`config.mk`:
```
export PLATFORM = sky130hd
export DESIGN_NAME = cis_top
export DESIGN_NICKNAME = d
export VERILOG_FILES = /design/src/verilog/cis_pkg.sv /design/src/verilog/cis_top.sv
export SDC_FILE = /design/constraint.sdc
export NUM_CORES = 1
export LEC_CHECK = 0
export ABC_AREA = 1
export ABC_CLOCK_PERIOD_IN_PS = 2100
export BUFFER_PORTS_ARGS = -buffer_cell sky130_fd_sc_hd__buf_4
export CORE_MARGIN = 2
export CORE_UTILIZATION = 49
export DETAILED_ROUTE_END_ITERATION = 8
export GPL_TIMING_DRIVEN = 0
export PLACE_DENSITY = 0.79
export SLEW_MARGIN = 0
export SYNTH_ARGS = -nofsm -noshare
export SYNTH_HDL_FRONTEND = slang
export SYNTH_SLANG_ARGS = --single-unit
```
`constraint.sdc`:
```
create_clock -name clk_i -period 2.1 [get_ports clk_i]
set_input_delay 0.105 -clock clk_i [delete_from_list [all_inputs] [get_ports clk_i]]
set_output_delay 0.105 -clock clk_i [all_outputs]
set_load 0.005 [all_outputs]
```
`src/verilog/cis_pkg.sv`:
```
// constants, types and register map of the interrupt sequencer
// assumes a 16-bit word-addressed program space and a byte stack
package cis_pkg;

	localparam int N_SRC = 8;
	localparam int SRC_W = 3;
	localparam int ADDR_W = 16;

	// boot section start, in program words
	localparam logic [15:0] BOOT_START = 16'h3800;
	// vector slots: reset owns slot 0, source i owns slot i+1, two words each
	localparam logic [N_SRC-1:0][7:0] VEC_IDX = {8'h08, 8'h07, 8'h06, 8'h05,
		8'h04, 8'h03, 8'h02, 8'h01};
	localparam logic [15:0] RESET_SLOT = 16'h0000;
	// sources that are level type, all others are flag type
	localparam logic [N_SRC-1:0] LEVEL_MASK = 8'h80;

	localparam logic [2:0] WAKE_CYC = 3'h4;
	localparam logic [15:0] SP_STEP = 16'h0001;
	localparam logic [15:0] SP_RESET = 16'h0000;

	// register word index (adr[4:2])
	localparam logic [2:0] REG_FLAG = 3'h0;
	localparam logic [2:0] REG_ENABLE = 3'h1;
	localparam logic [2:0] REG_STATUS = 3'h2;
	localparam logic [2:0] REG_MCU_CTRL = 3'h3;
	localparam logic [2:0] REG_STACK = 3'h4;
	localparam logic [2:0] REG_STATE = 3'h5;
	localparam int GIE_BIT = 7;
	localparam int VECTOR_TABLE_SELECT_BIT = 0;

	typedef enum logic [3:0] {
		S_IDLE, S_WAKE, S_PUSH_LO, S_PUSH_HI, S_ENT3, S_ENT4,
		S_POP_HI, S_POP_LO, S_RT3, S_RT4
	} cis_state_t;

	// one-cycle marks from the instruction pipeline
	typedef struct packed {
		logic boundary;
		logic cli;
		logic sei;
		logic return_from_irq_instr;
		logic sleeping;
	} cis_core_evt_t;

	// stack port toward data memory
	typedef struct packed {
		logic we;
		logic re;
		logic [15:0] addr;
		logic [7:0] wdata;
	} cis_stk_t;

endpackage

```
`src/verilog/cis_top.sv`:
```
// interrupt and reset vectoring sequencer of an 8-bit core
// assumes the pipeline marks instruction ends, stalls on core_hold_o and
// that the stack memory returns read data one cycle after stk_o.re
//
// Function
// reset and each source have their own vector; service fetches it
// service only with source enable and global enable both set
// lowest vector wins; reset highest, comparator 0 next
// vector_table_select moves vectors to boot section start
// reset_vector_boot_fuse moves reset vector to boot section start
// boot lock bits suppress interrupts depending on program counter
// accepting an interrupt clears global enable; software may re-set it
// return from interrupt sets global enable
// hardware clears a flag-type source flag when vectoring to it
// writing one clears a flag, zero leaves it
// flags set while disabled are held until enabled or cleared
// flags held while global enable off are served in priority order
// level sources request only while present, no flag kept
// after return one more instruction runs before next service
// status register is neither saved nor restored
// clear-global-enable blocks service at once, same cycle included
// instruction after set-global-enable runs before any service
// entry takes four cycles pushing program counter, then vector
// multi-cycle instruction completes before entry starts
// waking from sleep adds four cycles to entry
// return takes four cycles, pops counter, stack pointer plus two
// entry push lowers stack pointer by two
// global enable is status bit 7
// arbitration only at instruction ends, winner registered
// vector is index table entry added to selected base
//
// The Wishbone register port and the placing of the registers were left to the implementer.
`timescale 1ns/100ps
module cis_top
	import cis_pkg::*;
(
	// clock and reset
	input wire logic clk_i,
	input wire logic rst_i,
	// wishbone slave
	input wire logic wb_cyc_i,
	input wire logic wb_stb_i,
	input wire logic wb_we_i,
	input wire logic [7:0] wb_adr_i,
	input wire logic [3:0] wb_sel_i,
	input wire logic [31:0] wb_dat_i,
	output logic [31:0] wb_dat_o,
	output logic wb_ack_o,
	// interrupt sources
	input wire logic [N_SRC-1:0] irq_event_i,
	input wire logic [N_SRC-1:0] irq_level_i,
	// fuses and lock bits
	input wire logic reset_vector_boot_fuse_i,
	input wire logic app_boot_lock_bit_i,
	input wire logic boot_section_lock_bit_i,
	// instruction pipeline
	input wire cis_core_evt_t core_evt_i,
	input wire logic [15:0] program_counter_i,
	output logic core_hold_o,
	output logic irq_take_o,
	output logic [15:0] vec_addr_o,
	output logic [15:0] rst_vec_o,
	output logic ret_valid_o,
	output logic [15:0] ret_pc_o,
	output logic gie_o,
	// stack memory
	output cis_stk_t stk_o,
	input wire logic [7:0] stk_rdata_i
);

////////////////////////////////////////////////////////////////////////////////
// register bus

logic ack_q, ack_d;
logic [31:0] rdat_q, rdat_d;
logic [N_SRC-1:0] en_q, en_d;
logic vector_table_select_q, vector_table_select_d;
logic [N_SRC-1:0] flag_q, flag_d;
logic bus_wr, bus_rd;
logic [N_SRC-1:0] w1c;
logic gie_q, gie_d;
logic [15:0] sp_q, sp_d;
cis_state_t st_q, st_d;
logic [SRC_W-1:0] win_q, win_d;
logic [N_SRC-1:0] take_clr;

assign bus_wr = wb_cyc_i && wb_stb_i && wb_we_i && !ack_q;
assign bus_rd = wb_cyc_i && wb_stb_i && !wb_we_i && !ack_q;
assign w1c = (bus_wr && wb_adr_i[4:2] == REG_FLAG && wb_sel_i[0]) ?
	wb_dat_i[N_SRC-1:0] : '0;

always_comb
begin
	ack_d = wb_cyc_i && wb_stb_i && !ack_q;
	rdat_d = rdat_q;
	en_d = en_q;
	vector_table_select_d = vector_table_select_q;
	if (bus_wr && wb_sel_i[0])
	begin
		if (wb_adr_i[4:2] == REG_ENABLE)
			en_d = wb_dat_i[N_SRC-1:0];
		if (wb_adr_i[4:2] == REG_MCU_CTRL)
			vector_table_select_d = wb_dat_i[VECTOR_TABLE_SELECT_BIT];
	end
	if (bus_rd)
	begin
		rdat_d = '0;
		unique case (wb_adr_i[4:2])
			// level sources show their live condition
			REG_FLAG: rdat_d[N_SRC-1:0] = (flag_q & ~LEVEL_MASK) | (irq_level_i & LEVEL_MASK);
			REG_ENABLE: rdat_d[N_SRC-1:0] = en_q;
			REG_STATUS: rdat_d[GIE_BIT] = gie_q;
			REG_MCU_CTRL: rdat_d[VECTOR_TABLE_SELECT_BIT] = vector_table_select_q;
			REG_STACK: rdat_d[15:0] = sp_q;
			REG_STATE: rdat_d[7:0] = {st_q, 1'b0, win_q};
			default: rdat_d = '0;
		endcase
	end
end

always_ff @(posedge clk_i)
begin
	if (rst_i)
	begin
		ack_q <= 1'b0;
		rdat_q <= '0;
		en_q <= '0;
		vector_table_select_q <= 1'b0;
	end
	else
	begin
		ack_q <= ack_d;
		rdat_q <= rdat_d;
		en_q <= en_d;
		vector_table_select_q <= vector_table_select_d;
	end
end

assign wb_ack_o = ack_q;
assign wb_dat_o = rdat_q;

////////////////////////////////////////////////////////////////////////////////
// flags and arbitration

logic [N_SRC-1:0] req;
logic found;
logic lock_sup;
logic can_take;
logic skip_q, skip_d;

// a new event in the clearing cycle survives: set wins
always_comb
begin
	flag_d = (flag_q & ~(w1c | take_clr)) | (irq_event_i & ~LEVEL_MASK);
end

always_ff @(posedge clk_i)
begin
	if (rst_i)
		flag_q <= '0;
	else
		flag_q <= flag_d;
end

// level sources bypass the flag entirely
assign req = ((flag_q & ~LEVEL_MASK) | (irq_level_i & LEVEL_MASK)) & en_q;

always_comb
begin
	found = 1'b0;
	win_d = win_q;
	for (int i = 0; i < N_SRC; i++)
	begin
		if (req[i] && !found)
		begin
			found = 1'b1;
			win_d = SRC_W'(i);
		end
	end
end

// code in the locked section may not be interrupted through the other table
assign lock_sup = (app_boot_lock_bit_i && vector_table_select_q && program_counter_i < BOOT_START) ||
	(boot_section_lock_bit_i && !vector_table_select_q && program_counter_i >= BOOT_START);

assign can_take = st_q == S_IDLE && core_evt_i.boundary && gie_q && found &&
	!core_evt_i.cli && !core_evt_i.sei && !core_evt_i.return_from_irq_instr && !skip_q && !lock_sup;

assign take_clr = (can_take && !LEVEL_MASK[win_d]) ? (N_SRC'(1) << win_d) : '0;

////////////////////////////////////////////////////////////////////////////////
// entry and return sequencer

logic [2:0] cnt_q, cnt_d;
logic [15:0] pc_q, pc_d;
logic [7:0] hi_q, hi_d;
logic take_d, retv_d, hold_d;
logic [15:0] vec_d;
cis_stk_t stk_d;
logic take_q, retv_q, hold_q;
logic [15:0] vec_q, rvec_q, rpc_q, rpc_d;
cis_stk_t stk_q;

always_comb
begin
	st_d = st_q;
	cnt_d = cnt_q;
	pc_d = pc_q;
	hi_d = hi_q;
	gie_d = gie_q;
	sp_d = sp_q;
	skip_d = skip_q;
	take_d = 1'b0;
	retv_d = 1'b0;
	rpc_d = rpc_q;
	vec_d = vec_q;
	stk_d = '0;
	// software writes to bit 7 allow nesting inside a handler
	if (bus_wr && wb_sel_i[0] && wb_adr_i[4:2] == REG_STATUS)
		gie_d = wb_dat_i[GIE_BIT];
	if (bus_wr && wb_adr_i[4:2] == REG_STACK)
	begin
		if (wb_sel_i[0])
			sp_d[7:0] = wb_dat_i[7:0];
		if (wb_sel_i[1])
			sp_d[15:8] = wb_dat_i[15:8];
	end
	if (core_evt_i.boundary)
		skip_d = 1'b0;
	if (core_evt_i.boundary && core_evt_i.cli)
		gie_d = 1'b0;
	if (core_evt_i.boundary && core_evt_i.sei)
	begin
		gie_d = 1'b1;
		skip_d = 1'b1;
	end
	unique case (st_q)
		S_IDLE:
		begin
			if (can_take)
			begin
				gie_d = 1'b0;
				pc_d = program_counter_i;
				cnt_d = WAKE_CYC - 3'h1;
				st_d = core_evt_i.sleeping ? S_WAKE : S_PUSH_LO;
			end
			else if (core_evt_i.boundary && core_evt_i.return_from_irq_instr)
				st_d = S_POP_HI;
		end
		S_WAKE:
		begin
			cnt_d = cnt_q - 3'h1;
			if (cnt_q == 3'h0)
				st_d = S_PUSH_LO;
		end
		S_PUSH_LO:
		begin
			stk_d = '{we: 1'b1, re: 1'b0, addr: sp_q, wdata: pc_q[7:0]};
			st_d = S_PUSH_HI;
		end
		S_PUSH_HI:
		begin
			stk_d = '{we: 1'b1, re: 1'b0, addr: sp_q - SP_STEP, wdata: pc_q[15:8]};
			st_d = S_ENT3;
		end
		S_ENT3:
			st_d = S_ENT4;
		S_ENT4:
		begin
			// only the return address goes on the stack, status stays put
			sp_d = sp_q - SP_STEP - SP_STEP;
			take_d = 1'b1;
			vec_d = (vector_table_select_q ? BOOT_START : RESET_SLOT) + {7'h00, VEC_IDX[win_q], 1'b0};
			st_d = S_IDLE;
		end
		S_POP_HI:
		begin
			stk_d = '{we: 1'b0, re: 1'b1, addr: sp_q + SP_STEP, wdata: 8'h00};
			st_d = S_POP_LO;
		end
		S_POP_LO:
		begin
			stk_d = '{we: 1'b0, re: 1'b1, addr: sp_q + SP_STEP + SP_STEP, wdata: 8'h00};
			st_d = S_RT3;
		end
		// read data trails the registered strobe by one cycle
		S_RT3:
		begin
			hi_d = stk_rdata_i;
			st_d = S_RT4;
		end
		S_RT4:
		begin
			rpc_d = {hi_q, stk_rdata_i};
			sp_d = sp_q + SP_STEP + SP_STEP;
			gie_d = 1'b1;
			skip_d = 1'b1;
			retv_d = 1'b1;
			st_d = S_IDLE;
		end
		default:
			st_d = S_IDLE;
	endcase
	hold_d = st_d != S_IDLE;
end

always_ff @(posedge clk_i)
begin
	if (rst_i)
	begin
		st_q <= S_IDLE;
		cnt_q <= '0;
		pc_q <= '0;
		hi_q <= '0;
		gie_q <= 1'b0;
		sp_q <= SP_RESET;
		skip_q <= 1'b0;
		win_q <= '0;
		take_q <= 1'b0;
		retv_q <= 1'b0;
		hold_q <= 1'b0;
		vec_q <= RESET_SLOT;
		rvec_q <= RESET_SLOT;
		rpc_q <= '0;
		stk_q <= '0;
	end
	else
	begin
		st_q <= st_d;
		cnt_q <= cnt_d;
		pc_q <= pc_d;
		hi_q <= hi_d;
		gie_q <= gie_d;
		sp_q <= sp_d;
		skip_q <= skip_d;
		if (can_take)
			win_q <= win_d;
		take_q <= take_d;
		retv_q <= retv_d;
		hold_q <= hold_d;
		vec_q <= vec_d;
		rvec_q <= reset_vector_boot_fuse_i ? BOOT_START : RESET_SLOT;
		rpc_q <= rpc_d;
		stk_q <= stk_d;
	end
end

assign core_hold_o = hold_q;
assign irq_take_o = take_q;
assign vec_addr_o = vec_q;
assign rst_vec_o = rvec_q;
assign ret_valid_o = retv_q;
assign ret_pc_o = rpc_q;
assign gie_o = gie_q;
assign stk_o = stk_q;

logic ret_start;
assign ret_start = st_q == S_IDLE && !can_take && core_evt_i.boundary && core_evt_i.return_from_irq_instr;
endmodule // cis_top

```
# After elaboration in Yosys (flattened, before gate mapping)
# Memory sizes are Yosys's and may differ from the RTL's. A register that Yosys moved wholly into a read port is not among the register bits.
# Cells that the tools add are included.
# word_totals
register_bits	163
rom_bits	72
in_bits	97
word_cells	174
n_memories	2
# memory_table
name	depth	word_bits	read_ports	rd_clocked_by_memory_dff	wr	line_no	rtl
(name not given)	8	8	1	1	0	cis_top.sv:273	vec_d = (vector_table_select_q ? BOOT_START : RESET_SLOT) + {7'h00, VEC_IDX[win_q], 1'b0};
(name not given)	8	1	1	0	0	cis_top.sv:189	assign take_clr = (can_take && !LEVEL_MASK[win_d]) ? (N_SRC'(1) << win_d) : '0;
# classes
add_sub_neg	6
n_lt_le_gt_ge	4
eq_ne	15
n_shift	1
n_mux	50
bitwise_logic	6
n_reduce_logical	66
# op_table
cell	n
$pmux 26 s4	1
$mux 8	6
$logic_and 1x1->1	34
$mux 3	11
$add 16x1->16 const B	2
$pmux 16 s2	1
$pmux 4 s8	1
$sub 16x1->16 const B	2
$mux 14	2
$pmux 6 s4	1
$mux 1	18
$and 8x8->8	2
$eq 4x3->1 const B	4
$ge 16x14->1 const B	1
$logic_not 1->1	16
$lt 16x14->1 const B	1
$mux 16	1
$add 14x9->15	1
$mux 4	3
$reduce_and 2->1	6
$reduce_bool 3->1	4
$pmux 1 s5	2
$eq 4x2->1 const B	2
$eq 4x4->1 const B	2
20 further kinds	24

# Longest topological paths before layout
# Gate-level depths: netlist of run 1.
# depth
word_depth	36
mapped_depth	17

# Least setup slack after synthesis of run 1
# No wires, ideal clock.
# synth_path
path_type	reg-to-reg
startpoint	reg sp_q[0]
endpoint	reg sp_q[13]
arrival_ns	1.967
t_required_ns	1.991
slack_ns	0.024
stages_incl_launch_ff	14
period_less_slack_ns	2.076
cell_sequence	dfxtp_1 > inv_2 > ha_1 > nand2_1 > nor2_2 > nand3_4 > nor2_8 > nand2_4 > nor2_4 > nand3_1 > nand3_1 > nand3_1 > nand2_1 > inv_1
# synth_via
elab_chain_len	3
elab_cells_between_ends	5
# synth_rtl
item	line_no	rtl
start, declared	cis_top.sv:82	logic [15:0] sp_q, sp_d;
start signal, assigned	cis_top.sv:334	sp_q <= sp_d;
$add 16x1->16 / $sub 16x1->16 (equally long branches) (2 in series)	cis_top.sv:295, cis_top.sv:271	
$pmux 16 s2 (*)	cis_top.sv:237	unique case (st_q)
# Every way passes the cells marked *; elsewhere a longest branch is shown, timed or not.
# A chain may end at the register's enable or synchronous reset.

==> summary.txt, run 1 <==
Final setup viols: 0
Worst skew pair latency: 0.43 ns
Share of cells above drive strength 1: 27.5%
Setup crit end kind: flop
Design area: 11000 µm²
Period utilisation layout: 99.7%
Unique cell type count in the Yosys netlist: 46
Fin. Hold Viols: 0
Setup crit start kind: flop
LEAKAGE: 5.13 nW
Top cells by count, synth: 242 x nand2_1, 161 x nor2_1, 140 x dfxtp_1, 128 x inv_1, 102 x o21ai_0
Post-route core utilization: 68.9%
Rel. slew slack: 50.8%
Via density: 5.31
Clk buf depth: 2
Sequential element share of the synthesized area: 34.8%
Ys flop type: dfxtp_1
Achievable Freq: 477 MHz
Initial DRC count: 890
Synth Instances: 1199
Rows: 46
Mean Syn Cell Area: 6.72 µm²
Starting Density: 50.3%
Hold/Removal Path Class: in -> reg
Ys Warns: 0
WS Path Type: reg -> reg
Peak VDD IR: 0.734 mV
Die W: 132 µm
Post-Syn Area: 8050 µm²
Clk sinks: 140
Fin Hold WS: 0.0117 ns
Die height: 132 µm
CP Max Fanout: 10
Port Buf Inserts: 137
Routed WL: 27400 µm
Max-slew violation count: 0
Root Buffer: clkbuf_16
# diodes: 0
Flops & latches, synth: 140
Min Tclk post-route: 2.09 ns
Final Net Count: 1566
Setup ws final: 0.00566 ns
Area of the die: 17500 µm²
Layout area overhead: 36.9%
Wire length per cell: 16.2 µm
Critical Path AT: 2.41 ns
First-pass iteration count of the detailed router: 5
H-tree depth: 4
Synth area leader: dfxtp_1
Area post-placement: 9490 µm²
Async SR Flop Fraction: 0%
Post-route ant nets: 0
Largest net degree at the start of global routing: 17
Post-synth EDFFs: 0
Synth top area share: 34.8%
DRC: 0
Final Skew: 0.00888 ns
Placer Congestion: 0.980
Worst slew pin tran: 0.737 ns
Placeable Area: 16000 µm²
Most common cell in the netlist: nand2_1
Antenna violations before repair: 0
Max-cap violation count: 0
RSZ-0062 raised after global routing: true
Clk slew on worst S/H paths: 0.06 ns
Via count: 8970
Pre-CTS setup slack: -0.434 ns
Vias in the first global route: 8230
Total CTS buffers: 17
I/O pin count: 208
CTS tree: built
Synth top area cells: dfxtp_1 35%, nand2_1 11%, nor2_1 7.5%
Final Power: 8.18 mW
GRT Overall Usage: 30.1%
Detailed Place HPWL: 19600 µm
Worst path required time: 2.42 ns
Power per cell area: 742 nW/µm²
Status: completed
Remaining global-route overflow: 0
First-pass GRT wire length: 41800 µm
## through the flow
| stage | TNS [ns] | cells |
|---|---|---|
| floorplan | 0 | 1236 |
| global placement | -4.54 | 1589 |
| detailed placement | -5.24 | 1589 |
| CTS | 0 | 1673 |
| global route | -0.472 | 1690 |
| finish | 0 | 1690 |
## where the power goes
part,internal [mW],leakage (nW),switching [mW]
logic,0.802,3.71,1.45
clock network,1.79,0.278,1.24
registers,2.79,1.14,0.0995
total,5.38,5.13,2.80
## worst max-delay path: stages (launching register included)
cell and delay [ns]:
dfxtp_2 0.33, nand2_2 0.10, nand2_2 0.08, nor2_4 0.14
nand2_2 0.09, nor2_4 0.12, nand2_2 0.08, nor2_4 0.12
nand2_2 0.09, nand2_4 0.12, buf_6 0.16, nand2_1 0.08
nand2_2 0.10, inv_2 0.05, ha_1 0.18, nand2_1 0.06
o21ai_0 0.07
## what timing repair did
item / 4_1_cts / 5_1_grt
setup buffers: 15 / 19
gates resized for setup: 24 / 79
pin swaps: 5 / 22
hold buffers: 37 / 0
hold endpoints to repair: 44 / 0
endpoints found under the setup margin: 26 / 48
## path summary, 6_finish.rpt
check                            startpoint       endpoint  slack, ns  depth (start not counted)
worst max-delay path                en_q[0]           flop      0.006                         16
worst min-delay path            wb_dat_i[1]        en_q[1]       0.01                          3
worst max register to register      en_q[0]           flop      0.006                         16
worst min register to register         flop  vec_addr_o[3]       0.46                          2
## state kept, by name, indices dropped and copies added, names as in the netlist, 3 cells and up, named ones only
name	cells
cnt_q	3
win_q	3
hi_q	8
stk_o	26
pc_q	16
sp_q	16
st_q	4
ret_pc_o	16
en_q	8
flag_q	7
wb_dat_o	16
vec_addr_o	5
## cells in the final DEF, fill, tap and decap left out, drive strengths merged, types with 2 or more instances in the layout
cell,count
a21oi,74
a221oi,6
a31oi,4
a41oi,4
buf,231
bufinv,2
clkbuf,44
clkinv,8
clkinvlp,3
conb,38
dfxtp,140
dlygate4sd3,37
ha,8
inv,140
nand2,267
nand3,92
nand3b,3
nand4,18
nor2,191
nor3,9
o211ai,5
o21ai,108
o22ai,23
xnor2,4
xor2,7
## cell type report
cell class,instances,area (µm²)
clock inverters,12,136
fillers,1362,4970
repair buffers,207,1650
plain buffers,85,548
well taps,216,270
inverters,141,558
clock buffers,20,447
flip-flops and latches,140,2810
multi-input cells,869,4600
## metal layers
metal	share of wire (%)	global-route usage, %	vias to the layer above
li1	-	-	4338
met3	8.9	6.57	58
met4	2.8	9.74	0
met5	0	0	-
met2	48	50.5	454
met1	40	38.5	4120
## logic make-up (layout without fill, tap and decap cells)
family                   after synthesis  in the layout  synth area share, %
AND/OR/NAND/NOR                      582            582                 33.7
buffers and inverters                227            465                 13.3
other                                  1             38               0.0466
adder cells (fa/ha/maj)                8              8                 1.24
XOR/XNOR                              11             11                 1.20
AO/OA/AOI/OAI                        230            230                 15.6
flip-flops                           140            140                 34.8
(Power assumes the default switching activity.)
==> run 2, diff against run 1 <==
BUFFER_PORTS_ARGS = unset   (was -buffer_cell sky130_fd_sc_hd__buf_4)
CORE_UTILIZATION = 58   (was 49)
DONT_BUFFER_PORTS = 1   (was unset)
PLACE_DENSITY = 0.77   (was 0.79)
==> summary.txt, run 2 (same netlist as run 1, synthesis figures left out) <==
Rel. slew slack: 54.7% (was 50.8%)
Max-slew violation count: 0 (unchanged)
LEAKAGE: 4.47 nW (was 5.13 nW)
Layout area overhead: 25.7% (was 36.9%)
Most frequent cells in the layout: 219 x nand2_1, 149 x nor2_1, 131 x dfxtp_1, 121 x inv_1, 100 x o21ai_0 (was 220 x nand2_1, 217 x buf_4, 148 x nor2_1, 135 x dfxtp_1, 122 x inv_1)
Largest net degree at the start of global routing: 17 (unchanged)
Critical Path AT: 2.42 ns (was 2.41 ns)
Remaining global-route overflow: 0 (unchanged)
Fin. Hold Viols: 0 (unchanged)
R2R depth: 17 (was 16)
RSZ-0062 raised after global routing: true (unchanged)
Initial DRC count: 884 (was 890)
Die W: 122 µm (was 132 µm)
# diodes: 0 (unchanged)
Share of cells above drive strength 1: 19.5% (was 27.5%)
Worst skew pair latency: 0.43 ns (about the same)
Clk buf depth: 2 (unchanged)
Wire length per cell: 17.2 µm (was 16.2 µm)
Via count: 8633 (was 8970)
GRT Overall Usage: 34.5% (was 30.1%)
CP Max Fanout: 5 (was 10)
Hold Path Stages: 4 (was 3)
Period utilisation layout: 98.4% (was 99.7%)
Power per cell area: 796 nW/µm² (was 742 nW/µm²)
Worst slew pin tran: 0.680 ns (was 0.737 ns)
Clk slew on worst S/H paths: 0.06 ns (about the same)
Fill cells: 1116 (was 1362)
First-pass iteration count of the detailed router: 6 (was 5)
Rows: 43 (was 46)
Setup crit start kind: flop (unchanged)
Post-route ant nets: 0 (unchanged)
Peak VDD IR: 0.540 mV (was 0.734 mV)
DRC: 0 (unchanged)
I/O pin count: 208 (unchanged)
Setup Total Neg Slack: 0 ns (unchanged)
Routed WL: 26300 µm (was 27400 µm)
Max-cap violation count: 0 (unchanged)
Max reg flops: 26 (unchanged)
Vias in the first global route: 7943 (was 8230)
Detailed Place HPWL: 18500 µm (was 19600 µm)
Die height: 122 µm (was 132 µm)
Final Skew: 0.00746 ns (was 0.00888 ns)
Antenna violations before repair: 0 (unchanged)
Final Net Count: 1443 (was 1566)
Worst path required time: 2.46 ns (was 2.42 ns)
Min Tclk post-route: 2.07 ns (was 2.09 ns)
Final setup viols: 0 (unchanged)
Area of the die: 14800 µm² (was 17500 µm²)
WS Path Type: reg -> reg (unchanged)
Clk sinks: 140 (unchanged)
Achievable Freq: 484 MHz (was 477 MHz)
H-tree depth: 4 (unchanged)
Port Buf Inserts: 0 (was 137)
Final Power: 8.06 mW (was 8.18 mW)
Root Buffer: clkbuf_16 (unchanged)
Setup crit end kind: flop (unchanged)
Total CTS buffers: 17 (unchanged)
Hold/Removal Path Class: in -> reg (unchanged)
Placeable Area: 13700 µm² (was 16000 µm²)
Via density: 5.64 (was 5.31)
Most common cell after layout, fill and taps aside: nand2_1 (unchanged)
Reg2Reg Setup Slack: 0.03 ns (was 0.006 ns)
CTS tree: built (unchanged)
Starting Density: 58.7% (was 50.3%)
Status: completed (unchanged)
Placer Congestion: 0.986 (was 0.980)
First-pass GRT wire length: 39900 µm (was 41800 µm)
==> run 2: changes by cell type in the layout (fill, tap and decap cells not counted), moves of 3 or more <==
cell / before / now
dlygate4sd3_1: 37 / 59
nand2_4: 10 / 13
nand3_1: 72 / 75
nand3_2: 16 / 13
dfxtp_2: 3 / 7
buf_4: 217 / 71
dfxtp_1: 135 / 131
==> run 2: report_power, final <==
group	leakage [nW]	switching (mW)	internal (mW)
clock	0.283	1.27	1.77
sequential	1.14	0.110	2.79
combinational	3.05	1.40	0.721
total	4.47	2.78	5.28
==> run 2: through the flow <==
step | worst slack [ns] | area, µm² | util [%] | hold WS, ns | std cells
5_1_grt | -0.0830 | 10100 | 73.8 | 0.00296 | 1531
3_3_place_gp | -0.374 | 8420 | 61.3 | 0.224 | 1416
2_1_floorplan | 0.0241 | 8190 | - | 0.212 | 1236
3_5_place_dp | -0.379 | 8420 | 61.3 | 0.228 | 1416
6_report | 0.0326 | 10100 | 73.8 | 0.000609 | 1531
4_1_cts | 0.0100 | 9690 | 70.7 | 0.00702 | 1513
==> run 2: cell type report <==
type | instances | area, µm² | share of cell area [%]
flip-flops and latches | 140 | 2820 | 27.9
plain buffers | 85 | 551 | 5.44
well taps | 180 | 225 | 2.23
inverters | 141 | 559 | 5.53
clock buffers | 17 | 425 | 4.20
multi-input cells | 869 | 4600 | 45.4
repair buffers | 84 | 782 | 7.73
clock inverters | 15 | 161 | 1.59
==> run 2: path summary, 6_finish.rpt <==
| check | from | endpoint |
|---|---|---|
| min reg2reg | flop | vec_addr_o[3] |
| max | en_q[1] | flop |
| max reg2reg | en_q[1] | flop |
| min | wb_dat_i[11] | sp_q[11] |
==> run 2: metal layers <==
| metal | share of wire (%) | vias up | global-route usage (%) |
|---|---|---|---|
| met2 | 47 | 527 | 56.5 |
| met3 | 11 | 83 | 9.27 |
| met4 | 3.0 | 0 | 13.4 |
| met1 | 39 | 3927 | 43.2 |
| met5 | 0 | - | 0 |
| li1 | - | 4096 | - |
==> run 2: critical path, cell delays in order (launching register included) <==
cell	delay [ns]
dfxtp_2	0.33
nand2_4	0.08
nand2_4	0.05
nor2_4	0.12
nand2_2	0.08
nor2_4	0.14
nand2_2	0.09
nor2_4	0.14
nand2_2	0.10
nand2_4	0.10
inv_4	0.06
buf_8	0.13
a21oi_4	0.12
nand2_2	0.09
inv_2	0.11
ha_4	0.13
nand2_2	0.05
o21ai_2	0.07
==> run 2: what timing repair did <==
item | in CTS | in global routing
resized for setup | 19 | 87
pin swaps | 5 | 32
hold buffers | 58 | 1
endpoints found under the hold margin | 66 | 1
buffers inserted | 7 | 18
setup endpoints to repair | 25 | 53
==> run 3, diff against run 2 <==
ABC_CLOCK_PERIOD_IN_PS = 2000   (was 2100)
CORE_MARGIN = 8   (was 2)
CORE_UTILIZATION = 60   (was 58)
RECOVER_POWER = 25   (was unset)
clock period = 2 ns   (was 2.1 ns; I/O delays follow)
==> summary.txt, run 3 (same netlist as run 1, synthesis figures left out) <==
Critical Path AT: 2.38 ns (was 2.42 ns)
Hold path startpoint: core_evt_i[4] (was wb_dat_i[11])
Die height: 132 µm (was 122 µm)
Slowest library cell on the worst path: dfxtp_4 (was dfxtp_2)
Min Tclk post-route: 2.05 ns (was 2.07 ns)
Remaining global-route overflow: 0 (unchanged)
Rel. slew slack: 56.6% (was 54.7%)
Max reg flops: 26 (unchanged)
First-pass iteration count of the detailed router: 9 (was 6)
Sw frac: 32.9% (was 34.5%)
Placer Congestion: 0.986 (about the same)
CP Max Fanout: 10 (was 5)
Final Net Count: 1450 (was 1443)
Layout area overhead: 27.4% (was 25.7%)
Final setup viols: 7 (was 0)
Most frequent CP cell: nand2_1 (was nand2_2)
Setup Total Neg Slack: -0.105 ns (was 0 ns)
Combinational share of power: 25.7% (was 26.3%)
Die W: 132 µm (was 122 µm)
Period utilisation layout: 102% (was 98.4%)
GRT Overall Usage: 29.1% (was 34.5%)
Wire length per cell: 17.8 µm (was 17.2 µm)
Worst-path cell chain: inv_6, ha_4, nand2_1, nor2_4, nand3_4, nor2_8, nand2_4, nor2_4, nand2_1, nand3_1, nand3_1, nand2_1, inv_1 (was nand2_4, nand2_4, nor2_4, nand2_2, nor2_4, nand2_2, nor2_4, nand2_2, nand2_4, inv_4, buf_8, a21oi_4, nand2_2, inv_2, ha_4, nand2_2, o21ai_2)
Fin. Hold Viols: 0 (unchanged)
Setup crit start kind: flop (unchanged)
Root Buffer: clkbuf_16 (unchanged)
Power per cell area: 847 nW/µm² (was 796 nW/µm²)
Sequential power share: 35.3% (was 36.0%)
Initial DRC count: 1057 (was 884)
Post-route core utilization: 77.8% (was 73.8%)
Final Skew: 0.00941 ns (was 0.00746 ns)
Failing checks: negative setup slack
Worst r2r src: sp_q[0] (was en_q[1])
Fin Hold WS: 0.00344 ns (was 0.000609 ns)
CTS tree: built (unchanged)
Post-route ant nets: 0 (unchanged)
Most frequent cells in the layout: 222 x nand2_1, 148 x nor2_1, 129 x dfxtp_1, 121 x inv_1, 94 x o21ai_0 (was 219 x nand2_1, 149 x nor2_1, 131 x dfxtp_1, 121 x inv_1, 100 x o21ai_0)
R2R depth: 13 (was 17)
Worst slew pin tran: 0.651 ns (was 0.680 ns)
Worst path required time: 2.33 ns (was 2.46 ns)
WS Path Type: reg -> reg (unchanged)
Net switching power: 2.86 mW (was 2.78 mW)
Clk slew on worst S/H paths: 0.06 ns (about the same)
Rows: 42 (was 43)
Vias in the first global route: 8155 (was 7943)
Area of the die: 17400 µm² (was 14800 µm²)
H-tree depth: 4 (unchanged)
Starting Density: 61.0% (was 58.7%)
Setup crit end kind: flop (unchanged)
DRC: 0 (unchanged)
Largest net degree at the start of global routing: 17 (unchanged)
RR Endpoint: sp_q[11]
Worst skew pair latency: 0.43 ns (about the same)
Antenna violations before repair: 0 (unchanged)
CP peak stage delay: 0.41 ns (was 0.33 ns)
Part of the power in the clock network: 39.0% (was 37.7%)
Status: finished, violations left (was completed)
Peak VDD IR: 0.727 mV (was 0.540 mV)
Clk buf depth: 2 (unchanged)
Pint: 5.83 mW (was 5.28 mW)
Share of cells above drive strength 1: 19.7% (was 19.5%)
Achievable Freq: 488 MHz (was 484 MHz)
Via density: 5.71 (was 5.64)
Most common cell after layout, fill and taps aside: nand2_1 (unchanged)
Final Power: 8.69 mW (was 8.06 mW)
Detailed Place HPWL: 18900 µm (was 18500 µm)
# diodes: 0 (unchanged)
Reg2Reg Setup Slack: -0.05 ns (was 0.03 ns)
First-pass GRT wire length: 41200 µm (was 39900 µm)
Max-cap violation count: 0 (unchanged)
Worst hold endpoint: gie_o (was sp_q[11])
Routed WL: 27300 µm (was 26300 µm)
Setup ws final: -0.0496 ns (was 0.0326 ns)
LEAKAGE: 4.54 nW (was 4.47 nW)
RSZ-0062 raised after global routing: true (unchanged)
Hold/Removal Path Class: in -> reg (unchanged)
I/O pin count: 208 (unchanged)
Via count: 8763 (was 8633)
Max-slew violation count: 0 (unchanged)
Placeable Area: 13200 µm² (was 13700 µm²)
Clk sinks: 140 (unchanged)
Hold Path Stages: 4 (unchanged)
Total CTS buffers: 17 (unchanged)
Port Buf Inserts: 0 (unchanged)
-- run 3: changes by cell type in the layout (fill, tap and decap cells not counted), sizes merged --
cell / previous run / this run
dlygate4sd3: 59 / 58
clkbuf: 44 / 48
inv: 141 / 139
bufinv: 2 / 3
clkinvlp: 5 / 1
clkinv: 8 / 9
buf: 83 / 91
-- run 3: layout make-up --
cell class,instances,area [µm²]
multi-input combinational,869,4620
clock inverter,11,155
buffer,84,539
clock buffer,21,480
timing repair buffer,92,840
inverter,141,578
tap,176,220
sequential,140,2830
fill,970,2930
-- run 3: critical path, delay by kind of cell (launching register included) --
| kind | cells | cell delay (ns) |
|---|---|---|
| adders and majority gates | 1 | 0.31 |
| buffers and inverters | 2 | 0.11 |
| DFF | 1 | 0.41 |
| and+or+nand+nor | 10 | 1.12 |
-- run 3: how the worst max path moves through the flow --
stage,start,end,slack (ns),cells past startpoint
4_1_cts,sp_q[1],sp_q[14],0.0007,14
2_1_floorplan,sp_q[0],sp_q[15],0.03,15
6_report,sp_q[0],sp_q[11],-0.05,13
3_3_place_gp,sp_q[0],sp_q[13],-0.27,13
3_5_place_dp,st_q[3],flop,-0.32,14
5_1_grt,sp_q[1],sp_q[13],-0.15,14
-- run 3: what timing repair did --
item	in CTS	in global routing
hold buffers	57	1
buffers inserted	13	21
resized for setup	43	81
endpoints found under the setup margin	34	60
endpoints found under the hold margin	68	4
pin swaps	16	21
-- run 3: power by group through the flow --
stage	sequential, mW	clock (mW)	combinational, mW
floorplan	3.07	0	1.43
global placement	3.09	0	1.79
detailed placement	3.10	0	1.82
CTS	3.04	3.39	1.99
global route	3.08	3.52	2.42
finish	3.06	3.39	2.23
-- run 3: metrics by stage --
stage | instance area [µm²] | std cells | setup WS (ns)
4_1_cts | 9830 | 1513 | 0.000666
3_3_place_gp | 8410 | 1412 | -0.268
2_1_floorplan | 8190 | 1236 | 0.0346
5_1_grt | 10300 | 1534 | -0.149
6_report | 10300 | 1534 | -0.0496
3_5_place_dp | 8410 | 1412 | -0.320
-- run 3: layer usage --
metal  vias to the layer above  routed length, µm  track usage (%)
met4                         0               1180             14.0
met2                       592              12600             47.4
met1                      3951              10300             33.9
met5                         -                  0                0
met3                       108               3240             9.49
li1                       4112                  -                -
